--- src/hdl/ckw_pkg.sv ---
package ckw_pkg;
    // Weight word width in scale intervals (one digit is one LSB).
    localparam int CKW_W = 24;

    // Register byte offsets on the APB bus.
    localparam logic [7:0] ADR_CFG    = 8'h00;
    localparam logic [7:0] ADR_TARGET = 8'h04;
    localparam logic [7:0] ADR_LOWER  = 8'h08;
    localparam logic [7:0] ADR_UPPER  = 8'h0c;
    localparam logic [7:0] ADR_PCT    = 8'h10;
    localparam logic [7:0] ADR_CMD    = 8'h14;
    localparam logic [7:0] ADR_TARE   = 8'h18;
    localparam logic [7:0] ADR_STATUS = 8'h1c;
    localparam logic [7:0] ADR_NET    = 8'h20;
    localparam logic [7:0] ADR_BAR    = 8'h24;
    localparam logic [7:0] ADR_BAND   = 8'h28;

    // Configuration field positions.
    localparam int CFG_RANGE = 0;
    localparam int CFG_SET   = 1;
    localparam int CFG_GATE  = 2;
    localparam int CFG_ENTRY = 5;
    localparam int CFG_PRINT = 7;
    localparam int CFG_MINLD = 9;
    localparam int CFG_TAREM = 13;
    localparam int CFG_CLRSC = 14;
    localparam int CFG_DISP  = 15;
    localparam int CFG_ATARE = 16;
    localparam int CFG_BITS  = 17;
    localparam logic [16:0] CFG_RST = 17'h00028;

    // Command bits, each a one-shot action on write.
    localparam int CMD_CAP_TG = 0;
    localparam int CMD_CAP_LO = 1;
    localparam int CMD_CAP_HI = 2;
    localparam int CMD_REF    = 3;
    localparam int CMD_TARE   = 4;
    localparam int CMD_CLEAR  = 5;
    localparam int CMD_ACCEPT = 6;

    // Output gating settings, Gray ordered.
    typedef enum logic [2:0] {
        CKW_G_OFF = 3'h0, CKW_G_ALW = 3'h1, CKW_G_STB = 3'h3,
        CKW_G_RNG = 3'h2, CKW_G_SRG = 3'h6
    } ckw_gate_e;
    // Limit entry modes.
    typedef enum logic [1:0] {
        CKW_E_ABS = 2'h0, CKW_E_PPRE = 2'h1, CKW_E_PFREE = 2'h3, CKW_E_REL = 2'h2
    } ckw_entry_e;
    // Automatic print modes.
    typedef enum logic [1:0] {
        CKW_P_OFF = 2'h0, CKW_P_ON = 2'h1, CKW_P_IN = 2'h3, CKW_P_OUT = 2'h2
    } ckw_print_e;

    // Range window factors in tenths of the target.
    localparam logic [4:0] RNG_DEN  = 5'h0a;
    localparam logic [4:0] RNG_LO_A = 5'h03;
    localparam logic [4:0] RNG_HI_A = 5'h11;
    localparam logic [4:0] RNG_LO_B = 5'h01;
    // Percentages are held in tenths of a percent.
    localparam logic [9:0] PCT_DIV  = 10'h3e8;
    localparam logic [3:0] PCT_LAST = 4'h8;
    localparam logic [7:0] BAR_LO_MARK = 8'h20;

    // Preset deviation steps 0.1 .. 10 percent.
    function automatic logic [9:0] ckw_preset(input logic [3:0] idx);
        unique case (idx)
            4'h0: return 10'h001;
            4'h1: return 10'h002;
            4'h2: return 10'h005;
            4'h3: return 10'h00a;
            4'h4: return 10'h00f;
            4'h5: return 10'h014;
            4'h6: return 10'h01e;
            4'h7: return 10'h032;
            default: return 10'h064;
        endcase
    endfunction

    // Minimum load steps in scale intervals.
    function automatic logic [9:0] ckw_minload(input logic [3:0] idx);
        unique case (idx)
            4'h0: return 10'h001;
            4'h1: return 10'h002;
            4'h2: return 10'h005;
            4'h3: return 10'h00a;
            4'h4: return 10'h014;
            4'h5: return 10'h032;
            4'h6: return 10'h064;
            4'h7: return 10'h0c8;
            4'h8: return 10'h1f4;
            default: return 10'h3e8;
        endcase
    endfunction
endpackage

--- src/hdl/ckw_cmp.sv ---
`timescale 1ns/100ps
// Weight classifier against limits and checkweighing range.
module ckw_cmp
    import ckw_pkg::*;
#(
    parameter int W = CKW_W
)(
    input  wire logic         range_sel,
    input  wire logic [W-1:0] net,
    input  wire logic [W-1:0] target,
    input  wire logic [W-1:0] lower,
    input  wire logic [W-1:0] upper,
    output logic              below,
    output logic              above,
    output logic              in_rng,
    output logic              near
);
    localparam int PW = W + 5;
    logic [PW-1:0] n10;   // Net in tenths of a unit.
    logic [PW-1:0] t_lo;  // Bottom of the range.
    logic [PW-1:0] t_hi;  // Top of the range.
    logic [W-1:0]  half;  // Half the lower deviation.

    assign n10  = PW'(net) * PW'(RNG_DEN);
    assign t_lo = PW'(target) * PW'(range_sel ? RNG_LO_B : RNG_LO_A);
    assign t_hi = PW'(target) * PW'(RNG_HI_A);
    assign half = (target - lower) >> 1;

    // The open range has no upper bound.
    assign in_rng = (n10 >= t_lo) && (range_sel || n10 <= t_hi);
    assign below  = net < lower;
    assign above  = net > upper;
    // Set point trips when the load comes within half the lower deviation.
    assign near   = (PW'(net) + PW'(half)) >= PW'(target);
endmodule

--- src/hdl/ckw_stab.sv ---
`timescale 1ns/100ps
// Stability detector: counts successive samples whose change stays in the band.
module ckw_stab
    import ckw_pkg::*;
#(
    parameter int W   = CKW_W,
    parameter int CNT = 4
)(
    input  wire logic         pclk,
    input  wire logic         presetn,
    input  wire logic         sample,
    input  wire logic [W-1:0] weight,
    input  wire logic [W-1:0] band,
    output logic              stable
);
    localparam int CW = $clog2(CNT + 1);
    logic [W-1:0]  prev_q;   // Previous sample.
    logic [CW-1:0] cnt_q;    // Quiet samples seen in a row.
    logic [W-1:0]  diff;     // Absolute change between samples.

    assign diff = (weight >= prev_q) ? weight - prev_q : prev_q - weight;

    // A narrower band needs smaller changes, so stability is stricter.
    always_ff @(posedge pclk or negedge presetn)
    begin
        if (!presetn)
        begin
            prev_q <= '0;
            cnt_q  <= '0;
        end
        else if (sample)
        begin
            prev_q <= weight;
            if (diff > band)
                cnt_q <= '0;
            else if (cnt_q != CW'(CNT))
                cnt_q <= cnt_q + CW'(1);
        end
    end

    // Stable once enough quiet samples have been seen.
    assign stable = (cnt_q == CW'(CNT));
endmodule

--- src/hdl/ckw_top.sv ---
`timescale 1ns/100ps
// Function
// - Reject limits unless upper>=target>=lower>=1
// - Range 30..170 percent or 10 percent up
// - Reference key steps preset deviation percentages
// - Four limit entry modes, preset percent default
// - Five output gating settings, range default
// - Fourth output is set point or ready
// - Four outputs: lighter, equal, heavier, set
// - Outputs inactive uninitialised, unstable or out-of-range; last two per gating setting, ready output ungated
// - Outputs active low, idle high
// - Relative display shows below/above band indicators
// - Net weight always readable, even out-of-band
// - Bar log below lower, linear above
// - Autoprint off, on, inside or outside
// - Minimum load in ten interval steps
// - Autotare and autoprint need minimum load
// - Default tare mode adds manual to weighed
// - Alternate tare mode: newest tare replaces
// - Limits capturable from current platform weight
// - Clear key erases all or selected data
// - Setup data kept until cleared or overwritten
// - Stability means change within tolerance band
module ckw_top
    import ckw_pkg::*;
#(
    parameter int W        = CKW_W,
    parameter int STAB_CNT = 4
)(
    input  wire logic         pclk,
    input  wire logic         presetn,
    input  wire logic         psel,
    input  wire logic         penable,
    input  wire logic         pwrite,
    input  wire logic [7:0]   paddr,
    input  wire logic [31:0]  pwdata,
    input  wire logic [W-1:0] weight_in,
    input  wire logic         weight_valid,
    output logic [31:0]       prdata,
    output logic              pready,
    output logic              pslverr,
    output logic              lighter_n,
    output logic              equal_n,
    output logic              heavier_n,
    output logic              set_n,
    output logic              below_band_indicator,
    output logic              above_band_indicator,
    output logic              print_req
);
    // Bus and register state.
    logic [31:0]         prdata_q;   // Read data.
    logic                pready_q;   // Access-phase ready.
    logic                pslverr_q;  // Unmapped address flag.
    logic [CFG_BITS-1:0] cfg_q;      // Configuration word.
    logic [W-1:0]        tg_q;       // Entered target.
    logic [W-1:0]        lo_q;       // Entered lower value.
    logic [W-1:0]        hi_q;       // Entered upper value.
    logic [9:0]          pct_q;      // Free percent, tenths.
    logic [3:0]          pidx_q;     // Preset percent index.
    logic [W-1:0]        band_q;     // Stability band.
    logic [W-1:0]        tare_q;     // Stored tare.
    logic [W-1:0]        gross_q;    // Latest gross sample.
    logic [W-1:0]        act_tg_q;   // Accepted target.
    logic [W-1:0]        act_lo_q;   // Accepted lower limit.
    logic [W-1:0]        act_hi_q;   // Accepted upper limit.
    logic                init_q;     // Application initialised.
    logic                err_q;      // Last entry rejected.
    logic                armed_q;    // Autoprint may fire.
    logic [7:0]          bar_q;      // Bar position.
    // Output flip-flops.
    logic light_n_q, equal_n_q, heavy_n_q, set_n_q;
    logic bli_q, abi_q, print_q;

    // Decoded controls and combinational results.
    ckw_gate_e  gate;
    ckw_entry_e entry;
    ckw_print_e pmode;
    logic         wr_en, setup, stable, below, above, in_rng, near;
    logic         gate_en, acc_ok;
    logic [6:0]   cmd;
    logic [W-1:0] net, minld, eff_lo, eff_hi, dev, tare_nx;
    logic [9:0]   pval;
    logic [W+9:0] prod;
    logic [31:0]  rd_mux;
    logic         rd_hit;

    assign gate  = ckw_gate_e'(cfg_q[CFG_GATE +: 3]);
    assign entry = ckw_entry_e'(cfg_q[CFG_ENTRY +: 2]);
    assign pmode = ckw_print_e'(cfg_q[CFG_PRINT +: 2]);
    assign minld = W'(ckw_minload(cfg_q[CFG_MINLD +: 4]));
    assign setup = psel && !penable;
    assign wr_en = psel && penable && pready_q && pwrite;
    assign cmd   = (wr_en && paddr == ADR_CMD) ? pwdata[6:0] : 7'h00;

    // Net weight never goes below zero.
    assign net = (gross_q >= tare_q) ? gross_q - tare_q : '0;

    // Stability judged on each new sample.
    ckw_stab #(.W(W), .CNT(STAB_CNT)) u_stab (
        .pclk    (pclk),
        .presetn (presetn),
        .sample  (weight_valid),
        .weight  (weight_in),
        .band    (band_q),
        .stable  (stable)
    );

    // Classification against the accepted limits.
    ckw_cmp #(.W(W)) u_cmp (
        .range_sel (cfg_q[CFG_RANGE]),
        .net       (net),
        .target    (act_tg_q),
        .lower     (act_lo_q),
        .upper     (act_hi_q),
        .below     (below),
        .above     (above),
        .in_rng    (in_rng),
        .near      (near)
    );

    // Limits derived from the entry mode, then checked before acceptance.
    always_comb
    begin
        pval = (entry == CKW_E_PFREE) ? pct_q : ckw_preset(pidx_q);
        prod = (W + 10)'(tg_q) * (W + 10)'(pval);
        dev  = W'(prod / (W + 10)'(PCT_DIV));
        unique case (entry)
            CKW_E_ABS:
            begin
                eff_lo = lo_q;
                eff_hi = hi_q;
            end
            CKW_E_REL:
            begin
                eff_lo = (lo_q > tg_q) ? '0 : tg_q - lo_q;
                eff_hi = tg_q + hi_q;
            end
            default:
            begin
                eff_lo = (dev > tg_q) ? '0 : tg_q - dev;
                eff_hi = tg_q + dev;
            end
        endcase
        acc_ok = (eff_hi >= tg_q) && (tg_q >= eff_lo) && (eff_lo >= W'(1));
    end

    // Gating of the control lines.
    always_comb
    begin
        unique case (gate)
            CKW_G_OFF: gate_en = 1'b0;
            CKW_G_ALW: gate_en = 1'b1;
            CKW_G_STB: gate_en = stable;
            CKW_G_RNG: gate_en = in_rng;
            CKW_G_SRG: gate_en = stable && in_rng;
            default:   gate_en = 1'b0;
        endcase
        gate_en = gate_en && init_q;
    end

    // Read multiplexer; unmapped addresses read zero with an error.
    always_comb
    begin
        rd_hit = 1'b1;
        rd_mux = 32'h0000_0000;
        unique case (paddr)
            ADR_CFG:    rd_mux = 32'(cfg_q);
            ADR_TARGET: rd_mux = 32'(tg_q);
            ADR_LOWER:  rd_mux = 32'(lo_q);
            ADR_UPPER:  rd_mux = 32'(hi_q);
            ADR_PCT:    rd_mux = 32'({pidx_q, pct_q});
            ADR_CMD:    rd_mux = 32'h0000_0000;
            ADR_TARE:   rd_mux = 32'(tare_q);
            ADR_STATUS: rd_mux = 32'({abi_q, bli_q, above, !below && !above,
                                      below, in_rng, stable, err_q, init_q});
            ADR_NET:    rd_mux = 32'(net);
            ADR_BAR:    rd_mux = 32'(bar_q);
            ADR_BAND:   rd_mux = 32'(band_q);
            default:    rd_hit = 1'b0;
        endcase
    end

    // APB slave: data is latched in the setup cycle, ready in the access.
    always_ff @(posedge pclk or negedge presetn)
    begin
        if (!presetn)
        begin
            prdata_q  <= 32'h0000_0000;
            pready_q  <= 1'b0;
            pslverr_q <= 1'b0;
        end
        else
        begin
            pready_q  <= setup;
            pslverr_q <= setup && !rd_hit;
            if (setup)
                prdata_q <= pwrite ? 32'h0000_0000 : rd_mux;
        end
    end

    // Setup words; they are retained until cleared or rewritten.
    always_ff @(posedge pclk or negedge presetn)
    begin
        if (!presetn)
        begin
            cfg_q  <= CFG_RST;
            pct_q  <= '0;
            band_q <= '0;
        end
        else
        begin
            if (wr_en && paddr == ADR_CFG)
                cfg_q <= pwdata[CFG_BITS-1:0];
            if (wr_en && paddr == ADR_BAND)
                band_q <= pwdata[W-1:0];
            if (cmd[CMD_CLEAR] && !cfg_q[CFG_CLRSC])
                pct_q <= '0;
            else if (wr_en && paddr == ADR_PCT)
                pct_q <= pwdata[9:0];
        end
    end

    // Entered limits: keyed in, captured from the platform, or cleared.
    always_ff @(posedge pclk or negedge presetn)
    begin
        if (!presetn)
        begin
            tg_q <= '0;
            lo_q <= '0;
            hi_q <= '0;
        end
        else if (cmd[CMD_CLEAR])
        begin
            tg_q <= '0;
            lo_q <= '0;
            hi_q <= '0;
        end
        else
        begin
            if (cmd[CMD_CAP_TG])
                tg_q <= net;
            else if (wr_en && paddr == ADR_TARGET)
                tg_q <= pwdata[W-1:0];
            if (cmd[CMD_CAP_LO])
                lo_q <= net;
            else if (wr_en && paddr == ADR_LOWER)
                lo_q <= pwdata[W-1:0];
            if (cmd[CMD_CAP_HI])
                hi_q <= net;
            else if (wr_en && paddr == ADR_UPPER)
                hi_q <= pwdata[W-1:0];
        end
    end

    // Reference key cycles the preset deviation in preset mode.
    always_ff @(posedge pclk or negedge presetn)
    begin
        if (!presetn)
            pidx_q <= '0;
        else if (cmd[CMD_CLEAR])
            pidx_q <= '0;
        else if (cmd[CMD_REF] && entry == CKW_E_PPRE)
            pidx_q <= (pidx_q == PCT_LAST) ? 4'h0 : pidx_q + 4'h1;
    end

    // Acceptance of the limits; a rejected entry keeps the old limits.
    always_ff @(posedge pclk or negedge presetn)
    begin
        if (!presetn)
        begin
            init_q   <= 1'b0;
            err_q    <= 1'b0;
            act_tg_q <= '0;
            act_lo_q <= '0;
            act_hi_q <= '0;
        end
        else if (cmd[CMD_CLEAR])
            init_q <= 1'b0;
        else if (cmd[CMD_ACCEPT])
        begin
            err_q <= !acc_ok;
            if (acc_ok)
            begin
                init_q   <= 1'b1;
                act_tg_q <= tg_q;
                act_lo_q <= eff_lo;
                act_hi_q <= eff_hi;
            end
        end
    end

    // Tare: weighed, automatic, or manual entry merged by tare mode.
    always_comb
    begin
        if (cfg_q[CFG_TAREM])
            tare_nx = pwdata[W-1:0];
        else
            tare_nx = tare_q + pwdata[W-1:0];
    end

    always_ff @(posedge pclk or negedge presetn)
    begin
        if (!presetn)
            tare_q <= '0;
        else if (cmd[CMD_CLEAR] && !cfg_q[CFG_CLRSC])
            tare_q <= '0;
        else if (cmd[CMD_TARE])
            tare_q <= gross_q;
        else if (wr_en && paddr == ADR_TARE)
            tare_q <= tare_nx;
        else if (cfg_q[CFG_ATARE] && tare_q == '0 && stable && gross_q >= minld)
            tare_q <= gross_q;
    end

    // Latest gross sample from the platform.
    always_ff @(posedge pclk or negedge presetn)
    begin
        if (!presetn)
            gross_q <= '0;
        else if (weight_valid)
            gross_q <= weight_in;
    end

    // Control lines, active low, idle high.
    always_ff @(posedge pclk or negedge presetn)
    begin
        if (!presetn)
        begin
            light_n_q <= 1'b1;
            equal_n_q <= 1'b1;
            heavy_n_q <= 1'b1;
            set_n_q   <= 1'b1;
        end
        else
        begin
            light_n_q <= !(gate_en && below);
            equal_n_q <= !(gate_en && !below && !above);
            heavy_n_q <= !(gate_en && above);
            if (cfg_q[CFG_SET])
                set_n_q <= !init_q;
            else
                set_n_q <= !(gate_en && near);
        end
    end

    // Band indicators in relation-to-target display mode.
    always_ff @(posedge pclk or negedge presetn)
    begin
        if (!presetn)
        begin
            bli_q <= 1'b0;
            abi_q <= 1'b0;
        end
        else
        begin
            bli_q <= cfg_q[CFG_DISP] && init_q && below;
            abi_q <= cfg_q[CFG_DISP] && init_q && above;
        end
    end

    // Bar: leading-one position below lower, interval count above it.
    always_ff @(posedge pclk or negedge presetn)
    begin
        if (!presetn)
            bar_q <= 8'h00;
        else if (below)
        begin
            bar_q <= 8'h00;
            for (int i = 0; i < W; i++)
                if (net[i])
                    bar_q <= 8'(i + 1);
        end
        else if (net - act_lo_q > W'(8'hff - BAR_LO_MARK))
            bar_q <= 8'hff;
        else
            bar_q <= BAR_LO_MARK + 8'(net - act_lo_q);
    end

    // Automatic print once per load above the minimum load.
    always_ff @(posedge pclk or negedge presetn)
    begin
        if (!presetn)
        begin
            print_q <= 1'b0;
            armed_q <= 1'b1;
        end
        else
        begin
            print_q <= 1'b0;
            if (net < minld)
                armed_q <= 1'b1;
            else if (armed_q && init_q && stable)
            begin
                armed_q <= 1'b0;
                unique case (pmode)
                    CKW_P_OFF: print_q <= 1'b0;
                    CKW_P_ON:  print_q <= 1'b1;
                    CKW_P_IN:  print_q <= !below && !above;
                    CKW_P_OUT: print_q <= below || above;
                endcase
            end
        end
    end

    assign prdata               = prdata_q;
    assign pready               = pready_q;
    assign pslverr              = pslverr_q;
    assign lighter_n            = light_n_q;
    assign equal_n              = equal_n_q;
    assign heavier_n            = heavy_n_q;
    assign set_n                = set_n_q;
    assign below_band_indicator = bli_q;
    assign above_band_indicator = abi_q;
    assign print_req            = print_q;
endmodule

--- config.mk ---
export PLATFORM = sky130hd
export DESIGN_NAME = ckw_top
export DESIGN_NICKNAME = d
export VERILOG_FILES = /design/src/hdl/ckw_pkg.sv /design/src/hdl/ckw_cmp.sv /design/src/hdl/ckw_stab.sv /design/src/hdl/ckw_top.sv
export SDC_FILE = /design/constraint.sdc
export NUM_CORES = 2
export LEC_CHECK = 0
export ABC_AREA = 0
export ABC_CLOCK_PERIOD_IN_PS = 93400
export BUFFER_PORTS_ARGS = -buffer_cell sky130_fd_sc_hd__buf_2
export CAP_MARGIN = 5
export CORE_UTILIZATION = 40
export DETAILED_ROUTE_END_ITERATION = 8
export PLACE_DENSITY_LB_ADDON = 0.1
export SLEW_MARGIN = 40
export SYNTH_ARGS = -nofsm -noshare
export SYNTH_HDL_FRONTEND = slang
export SYNTH_HIERARCHICAL = 1
export SYNTH_SLANG_ARGS = --single-unit
export TNS_END_PERCENT = 100
--- constraint.sdc ---
create_clock -name pclk -period 93.4 [get_ports pclk]
set_clock_uncertainty 0.15 [all_clocks]
set_input_delay 18.68 -clock pclk [delete_from_list [all_inputs] [get_ports pclk]]
set_output_delay 18.68 -clock pclk [all_outputs]
set_load 0.005 [all_outputs]
==> impl_metrics.tcl <==
set metrics [dict create \
    grt_pass1_vias 44370 \
    hold_viol 0 \
    cts.path.max_buffers 3 \
    r2r_setup_slack_ns 55.66 \
    dr.pass1.iters 9 \
    port_buffers 94 \
    viasPerCell 5.928 \
    hold_buffers 0 \
    drcViolationCount 0 \
    synth_edf_count 0 \
    ff_latch_area_mm2 0.007975 \
    grt-ovfl-total 0 \
    crit_arrival_ns 38.05 \
    vias 46060 \
    dp_cells 7692 \
    gp_congestion 0.9561 \
    crit_top_cell "a21o_1" \
    grt_pass1_wl_um 268500 \
    synth_top_family_by_area "compound AO/OA/AOI/OAI gates" \
    regToRegStartpoint "cfg_q[5]" \
    synth_top_cell_area_share_pct 16.06 \
    synth_adder_area_share_pct 23.75 \
    worstPathRequired_ns 93.71 \
    outcome "complete, no violations" \
    hp-start "cfg_q[1]" \
    max_stage_delay_ns 0.71 \
    die-width_um 354.5 \
    rsz0062_at_grt "false" \
    area_delta_synth_final_pct 7.246 \
    cts_max_level 2 \
    r2r-end "act_tg_q[3]" \
    grt_max_degree 86 \
    grt_usage_pct 27.33 \
    fmax_mhz 26.50 \
    tns_ns 0 \
    fillers 12460 \
    cts_resized 0 \
    antenna_found_initial 4 \
    critPathKind "flip-flop to flip-flop" \
    cts_tree "yes" \
    path_buf_inv 9 \
    critPathTopFamily "compound AO/OA/AOI/OAI gates" \
    finalPower_mw 1.169 \
    synth_area_per_cell_um2 8.081 \
    ys_top_cells_by_area "ha_1 (16%), dfrtp_1 (16%), fa_1 (7.5%)" \
    finalCritPeriodShare_pct 40.40 \
    setup_violations 0 \
    dp_slack_ns 55.50 \
    end_kind "flip-flop" \
    yosysSeqAreaShare_pct 16.02 \
    crit_slowest_cell "o41a_1" \
    wl_per_cell_um 22.53 \
    synth_seq_cells 318 \
    drtIter0Drc 3921 \
    syn-cell-area_mm2 0.04971 \
    timing.final.ws_setup_ns 55.66 \
    max_slew_margin_pct 38.71 \
    muxShareOfSynthArea_pct 4.065 \
    cts_made_buffers 41 \
    yosysTopAreaCell "ha_1" \
    synth-xor-area-share_pct 6.378 \
    die_y_um 354.5 \
    synth_ff_type "dfrtp_1" \
    antenna_left 0 \
    clkLatencyLatePin_ns 0.61 \
    yosys_warnings 6 \
    cp_max_fo 85 \
    ir_worst_vdd_mv 0.04602 \
    post_cts_buffers 0 \
    die_area_mm2 0.1257 \
    drive_gt1_share_pct 9.245 \
    p_per_area_mw_per_mm2 21.92 \
    fin_crit_ns 37.74 \
    startpoint "cfg_q[5]" \
    wirelength_um 175100 \
    nets 7006 \
    core-area_mm2 0.1225 \
    crit_path_start_kind "flip-flop" \
    start_util_pct 40.58 \
    async_flop_share_pct 100.0 \
    holdPathEnd "set_n" \
    ys_types 151 \
    multi_input_area_mm2 0.03870 \
    hold_depth 1 \
    synthCells 6152 \
    leakage_nw 25.45 \
    cts-root-buf "clkbuf_16" \
    hold_class "flip-flop to flip-flop" \
    postLayoutCoreUtil_pct 43.52 \
    synth_simple_gate_area_share_pct 16.72 \
    worstMarginPinSlew_ns 0.9160 \
    design.portCount 111 \
    drv_cap 0 \
    numClockSinks 318 \
    hpwl_um 140900 \
    clkSlewWorstSetupHoldPaths_ns 0.07 \
    synth-compound-area-share_pct 26.40 \
    rr_worst_depth 137 \
    rows 128 \
    fin_cells 7771 \
    finalMaxSlewViolations 0 \
]
## per-layer routing
metal,wire length (um),GRT usage (%)
met1,81720,38.41
met2,76890,43.29
met3,10180,3.393
met4,6244,8.741
met5,26,0
## cell families (layout without fill, tap and decap cells)
group,after synthesis,count (layout)
AO/OA/AOI/OAI,1905,1905
AND/OR/NAND/NOR,1743,1743
adder cells (fa/ha/maj),833,833
buffers and inverters,815,800
XOR/XNOR,354,354
flip-flops,318,318
multiplexers,183,183
other,1,10
## state kept, by name, indices dropped and copies added, names as in the netlist, 3 cells and up
register	cells
lo_q	24
bar_q	8
gross_q	24
u_stab/cnt_q	3
band_q	24
act_hi_q	24
prdata	24
pidx_q	4
hi_q	24
cfg_q	17
act_lo_q	24
act_tg_q	24
tg_q	24
tare_q	24
u_stab/prev_q	24
pct_q	10
## how the worst max path moves through the flow
stage,endpoint,slack [ns],cells after the start
finish,act_tg_q[3],55.66,137
global route,act_tg_q[3],53.04,137
CTS,act_tg_q[3],55.35,138
detailed placement,act_hi_q[2],55.50,138
global placement,act_tg_q[7],54.64,135
floorplan,act_hi_q[10],62.79,152
## cell usage after synthesis (49+ instances only)
cell	number
nand3_1	118
xor2_1	116
ha_1	638
nand4_1	78
o21a_1	50
mux2i_1	52
nand2b_1	76
nor2_1	474
mux2_2	123
o21bai_1	71
a21o_1	199
o22ai_1	60
and2_1	108
nor2b_1	71
xnor2_1	231
inv_1	552
nor3_1	88
o211ai_1	63
o21ai_0	326
fa_1	187
a22o_1	53
a211oi_1	49
clkbuf_1	178
a21oi_1	517
dfrtp_1	311
nand2_1	544
## power by group
group / internal (mW) / switching [mW] / total (mW)
Combinational: 0.329 / 0.517 / 0.846
Clock: 0.102 / 0.0712 / 0.174
Sequential: 0.142 / 0.00612 / 0.149
Total: 0.574 / 0.594 / 1.17
## layout by cell type, fill, tap and decap left out, types with 71 or more instances in the layout
cell / n
fa_1: 187
a21o_1: 199
nor2_1: 467
nand4_1: 78
nor3_1: 84
nor2b_1: 71
o21ai_0: 326
xor2_1: 114
xnor2_1: 227
dfrtp_1: 304
a21oi_1: 512
mux2_2: 123
nand2b_1: 75
and2_1: 108
inv_1: 550
nand3_1: 118
nand2_1: 538
o21bai_1: 71
ha_1: 638
buf_2: 93
## through the flow
stage	hold slack [ns]	area, um^2
floorplan	0.2742	49740
global placement	0.3372	51650
detailed placement	0.3341	51810
CTS	0.3446	53250
global route	0.3658	53310
finish	0.3456	53320
## area by class of cell
type,count,share of cell area (%)
antenna,2,0.009387
clock buffer,59,2.279
clock inverter,17,0.4318
inverter,561,3.959
multi-input combinational,5026,72.59
sequential,318,14.96
tap,1625,3.813
timing repair buffer,163,1.960
No activity file was read; power rests on OpenSTA's default activity.
